==> src/rtl/irq_prio_map.svh <==
// register map, field positions and reset values for the interrupt priority block
`ifndef IRQ_PRIO_MAP_SVH
`define IRQ_PRIO_MAP_SVH

// ----------------------------------------------------------------
// register indices (byte address is four times the index)
// ----------------------------------------------------------------
`define IDX_PTR_HIGH 8'hDA
`define IDX_PTR_LOW 8'hDB
`define IDX_REQ_STATUS 8'hDC
`define IDX_MASK 8'hDD
`define IDX_TA_PEND 8'hF4
`define IDX_PRIO_CFG 8'hFF

// ----------------------------------------------------------------
// field positions
// ----------------------------------------------------------------
`define PRIO_GRP_HI 7
`define PRIO_SUBC 6
`define PRIO_GRPC 5
`define PRIO_GRP_MID 4
`define PRIO_SUBB 3
`define PRIO_GRPB 2
`define PRIO_GRP_LO 1
`define PRIO_GRPA 0
`define TA_PEND_OVF 0
`define TA_PEND_MC 1

// ----------------------------------------------------------------
// reset values
// ----------------------------------------------------------------
`define RST_BYTE 8'h00
`define RST_WORD 32'h0000_0000

`endif

==> src/rtl/irq_prio_pkg.sv <==
// types shared by the interrupt priority block
package irq_prio_pkg;

  // group orderings selected by the three group bits
  typedef enum logic [2:0] {
    GRP_UNDEF0 = 3'b000,
    GRP_BCA = 3'b001,
    GRP_ABC = 3'b010,
    GRP_BAC = 3'b011,
    GRP_CAB = 3'b100,
    GRP_CBA = 3'b101,
    GRP_ACB = 3'b110,
    GRP_UNDEF7 = 3'b111
  } grp_order_t;

  // a candidate level: valid flag and level number
  typedef struct packed {
    logic vld;
    logic [2:0] lvl;
  } cand_t;

  // one avalon request as seen by the slave
  typedef struct packed {
    logic rd;
    logic wr;
    logic [7:0] idx;
    logic hit;
    logic [7:0] wdata;
  } bus_req_t;

endpackage

==> src/rtl/irq_priority.sv <==
// interrupt request, mask and priority resolution with avalon register access
//
// Implementation choice: the Avalon-MM interface to the registers.
`include "irq_prio_map.svh"

module irq_priority
  import irq_prio_pkg::*;
#(
  parameter int ADDR_W = 10
) (
  input wire logic REF_CLK,
  input wire logic SYS_RST,
  input wire logic CLK_EN,
  input wire logic [ADDR_W-1:0] AVS_ADDRESS,
  input wire logic AVS_READ,
  input wire logic AVS_WRITE,
  input wire logic [31:0] AVS_WRITEDATA,
  input wire logic [3:0] AVS_BYTEENABLE,
  output logic [31:0] AVS_READDATA,
  output logic AVS_WAITREQUEST,
  input wire logic TA_MATCH_CAP,
  input wire logic TA_OVERFLOW,
  input wire logic TB_MATCH,
  input wire logic [7:2] LVL_REQ,
  output logic CORE_IRQ_VALID,
  output logic [2:0] CORE_IRQ_LEVEL,
  output logic [15:0] INSTR_POINTER
);

  // ----------------------------------------------------------------
  // state
  // ----------------------------------------------------------------
  logic [7:0] ptr_hi_q;
  logic [7:0] ptr_lo_q;
  logic [7:0] prio_q;
  logic [7:0] mask_q;
  logic [1:0] ta_pend_q;
  logic [1:0] ta_pend_d;
  logic [7:0] req_q;
  logic [7:0] req_d;
  logic wait_q;
  logic [31:0] rdata_q;
  logic [31:0] rdata_d;
  logic irq_vld_q;
  logic [2:0] irq_lvl_q;

  // ----------------------------------------------------------------
  // bus decode
  // ----------------------------------------------------------------
  bus_req_t req;
  wire aligned = (AVS_ADDRESS[1:0] == 2'b00);
  wire [7:0] idx = AVS_ADDRESS[9:2];
  wire idx_known = (idx == `IDX_PTR_HIGH) || (idx == `IDX_PTR_LOW) ||
                   (idx == `IDX_REQ_STATUS) || (idx == `IDX_MASK) ||
                   (idx == `IDX_TA_PEND) || (idx == `IDX_PRIO_CFG);
  assign req.rd = AVS_READ;
  assign req.wr = AVS_WRITE;
  assign req.idx = idx;
  assign req.hit = aligned && idx_known;
  assign req.wdata = AVS_WRITEDATA[7:0];

  // a write commits only at the edge where waitrequest is seen low
  wire commit = req.wr && !wait_q && req.hit && AVS_BYTEENABLE[0];
  wire start = (req.rd || req.wr) && wait_q;
  wire wr_ptr_hi = commit && (req.idx == `IDX_PTR_HIGH);
  wire wr_ptr_lo = commit && (req.idx == `IDX_PTR_LOW);
  wire wr_mask = commit && (req.idx == `IDX_MASK);
  wire wr_ta = commit && (req.idx == `IDX_TA_PEND);
  wire wr_prio = commit && (req.idx == `IDX_PRIO_CFG);

  // read mux; unmapped or misaligned addresses read as zero
  wire [7:0] rd_byte =
    !req.hit ? `RST_BYTE :
    (req.idx == `IDX_PTR_HIGH) ? ptr_hi_q :
    (req.idx == `IDX_PTR_LOW) ? ptr_lo_q :
    (req.idx == `IDX_REQ_STATUS) ? req_q :
    (req.idx == `IDX_MASK) ? mask_q :
    (req.idx == `IDX_TA_PEND) ? {6'h00, ta_pend_q} :
    prio_q;
  assign rdata_d = start && req.rd ? {24'h000000, rd_byte} : `RST_WORD;

  // ----------------------------------------------------------------
  // timer A pending flags
  // ----------------------------------------------------------------
  // set beats clear so an event in the clearing cycle is kept
  wire [1:0] ta_evt = {TA_MATCH_CAP, TA_OVERFLOW};
  wire [1:0] ta_clr = wr_ta ? ~req.wdata[1:0] : 2'b00;
  assign ta_pend_d = (ta_pend_q & ~ta_clr) | ta_evt;

  // ----------------------------------------------------------------
  // request status
  // ----------------------------------------------------------------
  assign req_d = {LVL_REQ, TB_MATCH, |ta_pend_q};

  // ----------------------------------------------------------------
  // priority resolution
  // ----------------------------------------------------------------
  // order of two candidates: b wins when it alone is valid or when preferred
  function automatic cand_t pick(input cand_t a, input cand_t b, input logic pref_b);
    pick = (b.vld && (pref_b || !a.vld)) ? b : a;
  endfunction

  // masked levels drop out before ranking
  wire [7:0] live = req_q & mask_q;

  cand_t c0, c1, c2, c3, c4, c5, c6, c7;
  assign c0 = '{live[0], 3'd0};
  assign c1 = '{live[1], 3'd1};
  assign c2 = '{live[2], 3'd2};
  assign c3 = '{live[3], 3'd3};
  assign c4 = '{live[4], 3'd4};
  assign c5 = '{live[5], 3'd5};
  assign c6 = '{live[6], 3'd6};
  assign c7 = '{live[7], 3'd7};

  // group membership follows the fixed level split
  cand_t win_a, pair_b, win_b, pair_c, win_c;
  assign win_a = pick(c0, c1, prio_q[`PRIO_GRPA]);
  assign pair_b = pick(c3, c4, prio_q[`PRIO_SUBB]);
  assign win_b = pick(c2, pair_b, prio_q[`PRIO_GRPB]);
  assign pair_c = pick(c6, c7, prio_q[`PRIO_SUBC]);
  assign win_c = pick(c5, pair_c, prio_q[`PRIO_GRPC]);

  // group order; undefined codes fall back to A, B, C so the output stays sane
  grp_order_t order;
  assign order = grp_order_t'({prio_q[`PRIO_GRP_HI], prio_q[`PRIO_GRP_MID],
                               prio_q[`PRIO_GRP_LO]});

  cand_t first, second, third, top;
  always_comb begin
    first = win_a;
    second = win_b;
    third = win_c;
    case (order)
      GRP_BCA: begin
        first = win_b;
        second = win_c;
        third = win_a;
      end
      GRP_BAC: begin
        first = win_b;
        second = win_a;
        third = win_c;
      end
      GRP_CAB: begin
        first = win_c;
        second = win_a;
        third = win_b;
      end
      GRP_CBA: begin
        first = win_c;
        second = win_b;
        third = win_a;
      end
      GRP_ACB: begin
        first = win_a;
        second = win_c;
        third = win_b;
      end
      default: begin
        first = win_a;
        second = win_b;
        third = win_c;
      end
    endcase
  end

  // highest ranked survivor goes to the core
  assign top = first.vld ? first : (second.vld ? second : third);

  // ----------------------------------------------------------------
  // registers
  // ----------------------------------------------------------------
  // clock enable low freezes every flop, bus handshake included
  always_ff @(posedge REF_CLK or posedge SYS_RST) begin
    if (SYS_RST) begin
      ptr_hi_q <= `RST_BYTE;
      ptr_lo_q <= `RST_BYTE;
      prio_q <= `RST_BYTE;
      mask_q <= `RST_BYTE;
    end else if (CLK_EN) begin
      if (wr_ptr_hi) begin
        ptr_hi_q <= req.wdata;
      end
      if (wr_ptr_lo) begin
        ptr_lo_q <= req.wdata;
      end
      if (wr_prio) begin
        prio_q <= req.wdata;
      end
      if (wr_mask) begin
        mask_q <= req.wdata;
      end
    end
  end

  always_ff @(posedge REF_CLK or posedge SYS_RST) begin
    if (SYS_RST) begin
      ta_pend_q <= 2'b00;
      req_q <= `RST_BYTE;
      irq_vld_q <= 1'b0;
      irq_lvl_q <= 3'd0;
    end else if (CLK_EN) begin
      ta_pend_q <= ta_pend_d;
      req_q <= req_d;
      irq_vld_q <= top.vld;
      irq_lvl_q <= top.vld ? top.lvl : 3'd0;
    end
  end

  // one wait cycle, then a single low cycle that completes the transfer
  always_ff @(posedge REF_CLK or posedge SYS_RST) begin
    if (SYS_RST) begin
      wait_q <= 1'b1;
      rdata_q <= `RST_WORD;
    end else if (CLK_EN) begin
      wait_q <= !start;
      rdata_q <= rdata_d;
    end
  end

  // ----------------------------------------------------------------
  // outputs
  // ----------------------------------------------------------------
  assign AVS_READDATA = rdata_q;
  assign AVS_WAITREQUEST = wait_q;
  assign CORE_IRQ_VALID = irq_vld_q;
  assign CORE_IRQ_LEVEL = irq_lvl_q;
  assign INSTR_POINTER = {ptr_hi_q, ptr_lo_q};

endmodule

==> config.mk <==
export PLATFORM = sky130hd
export DESIGN_NAME = irq_priority
export DESIGN_NICKNAME = d
export VERILOG_FILES = /design/src/rtl/irq_prio_pkg.sv /design/src/rtl/irq_priority.sv
export VERILOG_INCLUDE_DIRS = /design/src /design/src/rtl
export SDC_FILE = /design/constraint.sdc
export NUM_CORES = 1
export LEC_CHECK = 0
export BUFFER_PORTS_ARGS = -buffer_cell sky130_fd_sc_hd__buf_2
export CAP_MARGIN = 40
export CELL_PAD_IN_SITES_DETAIL_PLACEMENT = 1
export CELL_PAD_IN_SITES_GLOBAL_PLACEMENT = 1
export CORE_MARGIN = 10
export CORE_UTILIZATION = 35
export CTS_BUF_LIST = sky130_fd_sc_hd__clkbuf_16
export CTS_CLUSTER_SIZE = 28
export DETAILED_ROUTE_END_ITERATION = 6
export PLACE_DENSITY_LB_ADDON = 0.1
export SLEW_MARGIN = 20
export SYNTH_ARGS = -nofsm -noshare
export SYNTH_HDL_FRONTEND = slang
export SYNTH_SLANG_ARGS = --single-unit
==> constraint.sdc <==
create_clock -name REF_CLK -period 6.6 [get_ports REF_CLK]
set_clock_uncertainty 0.05 [all_clocks]
set_input_delay 0.99 -clock REF_CLK [delete_from_list [all_inputs] [get_ports REF_CLK]]
set_output_delay 0.99 -clock REF_CLK [all_outputs]
set_load 0.005 [all_outputs]
==> flow_summary.toml <==
[synth]
post_synth_fa_ha_maj_area_fraction = 0
ys.warnings.count = 0
synthesis.instances = 325
fraction_of_the_mapped_netlist_area_in_compound_gates = 0.153
simple_gate_share_of_the_synthesized_area = 0.132
ys_types = 51
synth_top_family_by_area = "multiplexers"
synth-seq-cells = 55
synth_sequential_area_ratio = 0.419
share_of_flip_flops_with_an_asynchronous_set_or_reset = 1.00
synthMuxAreaShare = 0.210
synth_enable_flop_cells = 0
syn_area_um2 = 3290
synth_xor_area_frac = 0.00266
dominantRegCellSynth = "sky130_fd_sc_hd__dfrtp_1"
syn_area_per_cell_um2 = 10.1

[timing]
timing.final.hold_violations = 0
rsz0062_at_grt = "false"
timing.final.setup_violations = 0
finalSetupTns_ns = 0
worst_slew_pin_slew_ns = 0.727
min_period_over_period = 0.495
maxSlewHeadroom = 0.513
period_minus_slack_ns = 3.27
maxClockFrequency_mhz = 306
timing_max_transition_violations_final = 0

[placement]
dpl_cell_area_um2 = 3600
replace_congestion = 0.834
place.detailed.hpwl_um = 7110
portBuffers = 61

[pwr]
share_clk_of_total_power = 0.398
pwr-share-comb = 0.080
seqPwrFrac = 0.522
ir_drop_v = 0.0000970
power_density_nw_per_um2 = 180
power.switching_fraction = 0.248
power.switching_mw = 0.167
leakage_nw = 1.83
internal_power_mw = 0.507

[setup_path]
critical_path_class = "primary input to flop"
critical_path.reg2reg.startpoint = "mask_q[6]"
worst-path-max-fanout = 15
critPathArrivalTime_ns = 3.39
setup.worst_path.end_class = "flop"
crit_start_category = "primary input"
r2r.worst_path.cells = 7
crit_required_ns = 6.72
reg2reg_setup_slack_ns = 4.28
critical_path.reg2reg.endpoint = "CORE_IRQ_LEVEL[2]"

[clock_tree]
clock_path_buffers = 2
tritoncts_clock_tree = "done"
clock-root-buffer = "sky130_fd_sc_hd__clkbuf_16"
numClockSinks = 55
depth_of_the_cts_h_tree = 2
setup_repair_bufs_after_cts = 0
clock_insertion_delay_worst_skew_ns = 0.29
postCtsResizedCells = 0
cts_hold_repair.buffers = 0
tritoncts.num_buffers = 5
clk_transition_reported_paths_ns = 0.07

[layout]
final_common_cell = "sky130_fd_sc_hd__buf_2"
layout.cell_area.non_filler_um2 = 3750
antenna_cells_inserted = 0
number_of_nets_at_the_end_of_the_flow = 439
most_frequent_cells_in_the_layout = "61 x sky130_fd_sc_hd__buf_2, 54 x sky130_fd_sc_hd__dfrtp_1, 31 x sky130_fd_sc_hd__mux2_2"
drive_gt1_frac = 0.321
areaGrowthSynthToFinish_pct = 14.0

[global_routing]
global_route_overflow = 0
grtUsageTotal = 0.136
first_pass_grt_wire_length_um = 14800
vias_in_the_first_global_route = 2779
number_of_antenna_violations_at_the_first_check_in_global_routing = 0
grt_start_max_net_pins = 56

[routing]
detailedRoute.firstIterationViolations = 126
dr_total_vias = 2634
mean_number_of_vias_per_cell = 5.36
first_pass_iters = 4
number_of_nets_with_antenna_violations_after_detailed_routing = 0
detail_route.wirelength_um = 9320
avgRoutedWirePerCell_um = 19.0
route.detailed.drc = 0

[die]
die-area_um2 = 13700
placementRows = 35
die_h_um = 117
boundaryPins = 113
initial_core_util = 0.358
chipWidth_um = 117
placeableCoreArea_um2 = 9200

[min_path]
timing.hold.worst_path_depth = 1
whs_endpoint = "CORE_IRQ_VALID"
worst_hold_startpoint = "CORE_IRQ_VALID"
hold_path_class = "flop to flop"

[run_status]
status = "complete, no violations"

[job]
maxCapViolCount = 0
## through the flow
| stage | instances | hold slack [ns] | worst slack [ns] | power [mW] | utilization |
|---|---|---|---|---|---|
| floorplan | 348 | 0.428 | 3.90 | 0.397 | - |
| global placement | 483 | 0.409 | 2.97 | 0.411 | 0.392 |
| detailed placement | 483 | 0.415 | 2.98 | 0.413 | 0.392 |
| CTS | 491 | 0.432 | 3.29 | 0.686 | 0.408 |
| global route | 491 | 0.475 | 3.19 | 0.709 | 0.408 |
| finish | 491 | 0.425 | 3.33 | 0.673 | 0.408 |
## final cells by class
class                      instances  area [um^2]
fill                            1079         5450
multi-input combinational        246         1730
sequential                        55         1380
timing repair buffer              65          335
tap                              111          139
clock buffer                       5          125
clock inverter                     3         23.8
inverter                           6         22.5
## worst max-delay path by stage
stage,startpoint,to,cells past startpoint
4_1_cts,CLK_EN,prio_q[7],7
3_5_place_dp,CLK_EN,prio_q[7],7
6_report,CLK_EN,prio_q[7],7
2_1_floorplan,CLK_EN,prio_q[0],7
5_1_grt,CLK_EN,prio_q[2],7
3_3_place_gp,CLK_EN,prio_q[7],7
## worst max-delay path: stages
cell	delay, ns
sky130_fd_sc_hd__buf_2	0.30
sky130_fd_sc_hd__inv_2	0.23
sky130_fd_sc_hd__or3_4	0.46
sky130_fd_sc_hd__nor3_4	0.21
sky130_fd_sc_hd__nand2_2	0.11
sky130_fd_sc_hd__or3_1	0.68
sky130_fd_sc_hd__mux2_4	0.39
## metal layers
| layer | part of all wire | vias to the layer above | global-route usage | wire length (um) |
|---|---|---|---|---|
| li1 | - | 1255 | - | - |
| met1 | 0.47 | 1323 | 0.181 | 4350 |
| met2 | 0.48 | 54 | 0.219 | 4470 |
| met3 | 0.050 | 2 | 0.0331 | 465 |
| met4 | 0.0041 | 0 | 0.0288 | 38 |
| met5 | 0 | - | 0 | 0 |
## synth_stat cells (2+ instances only)
master	number	area share
sky130_fd_sc_hd__nor2_1	18	0.021
sky130_fd_sc_hd__nand3_1	7	0.011
sky130_fd_sc_hd__or3_1	3	0.0057
sky130_fd_sc_hd__a221oi_1	3	0.0080
sky130_fd_sc_hd__nand4_1	3	0.0057
sky130_fd_sc_hd__nor4_1	2	0.0038
sky130_fd_sc_hd__a211oi_1	3	0.0068
sky130_fd_sc_hd__a22oi_1	3	0.0068
sky130_fd_sc_hd__dfrtp_1	54	0.41
sky130_fd_sc_hd__o22ai_1	3	0.0057
sky130_fd_sc_hd__mux2_4	8	0.037
sky130_fd_sc_hd__nor3_1	6	0.0091
sky130_fd_sc_hd__a32oi_1	2	0.0053
sky130_fd_sc_hd__o21ai_0	19	0.029
sky130_fd_sc_hd__a22o_1	9	0.024
sky130_fd_sc_hd__inv_1	5	0.0057
sky130_fd_sc_hd__a21oi_1	21	0.032
sky130_fd_sc_hd__clkbuf_1	13	0.015
sky130_fd_sc_hd__buf_4	25	0.057
sky130_fd_sc_hd__nand2b_1	4	0.0076
sky130_fd_sc_hd__nor2_2	2	0.0038
sky130_fd_sc_hd__a21o_1	2	0.0046
sky130_fd_sc_hd__mux2_2	31	0.11
sky130_fd_sc_hd__a31o_2	2	0.0053
sky130_fd_sc_hd__a31oi_1	2	0.0038
sky130_fd_sc_hd__nor2b_1	2	0.0038
sky130_fd_sc_hd__a222oi_1	2	0.0061
sky130_fd_sc_hd__mux2i_1	22	0.067
sky130_fd_sc_hd__and3_1	4	0.0076
sky130_fd_sc_hd__nand2_1	22	0.025
sky130_fd_sc_hd__buf_1	3	0.0034
## state kept, by name (all words and copies together) (netlist names)
signal           cells
prio_q               8
CORE_IRQ_VALID       1
ptr_lo_q             8
AVS_WAITREQUEST      1
ta_pend_q            2
AVS_READDATA         8
mask_q               8
ptr_hi_q             8
CORE_IRQ_LEVEL       3
req_q                8
## power groups by stage
stage          sequential [mW]  clock (mW)  combinational (mW)
2_1_floorplan            0.355           0              0.0421
3_3_place_gp             0.358           0              0.0536
3_5_place_dp             0.358           0              0.0550
4_1_cts                  0.351       0.279              0.0550
5_1_grt                  0.353       0.295              0.0617
6_report                 0.351       0.268              0.0542
## kinds of logic after synthesis
family	count (synthesis)
XOR/XNOR	1
AND/OR/NAND/NOR	83
flip-flops	55
buffers and inverters	47
other	1
multiplexers	61
AO/OA/AOI/OAI	77
No activity file was read; power rests on OpenSTA's default activity.
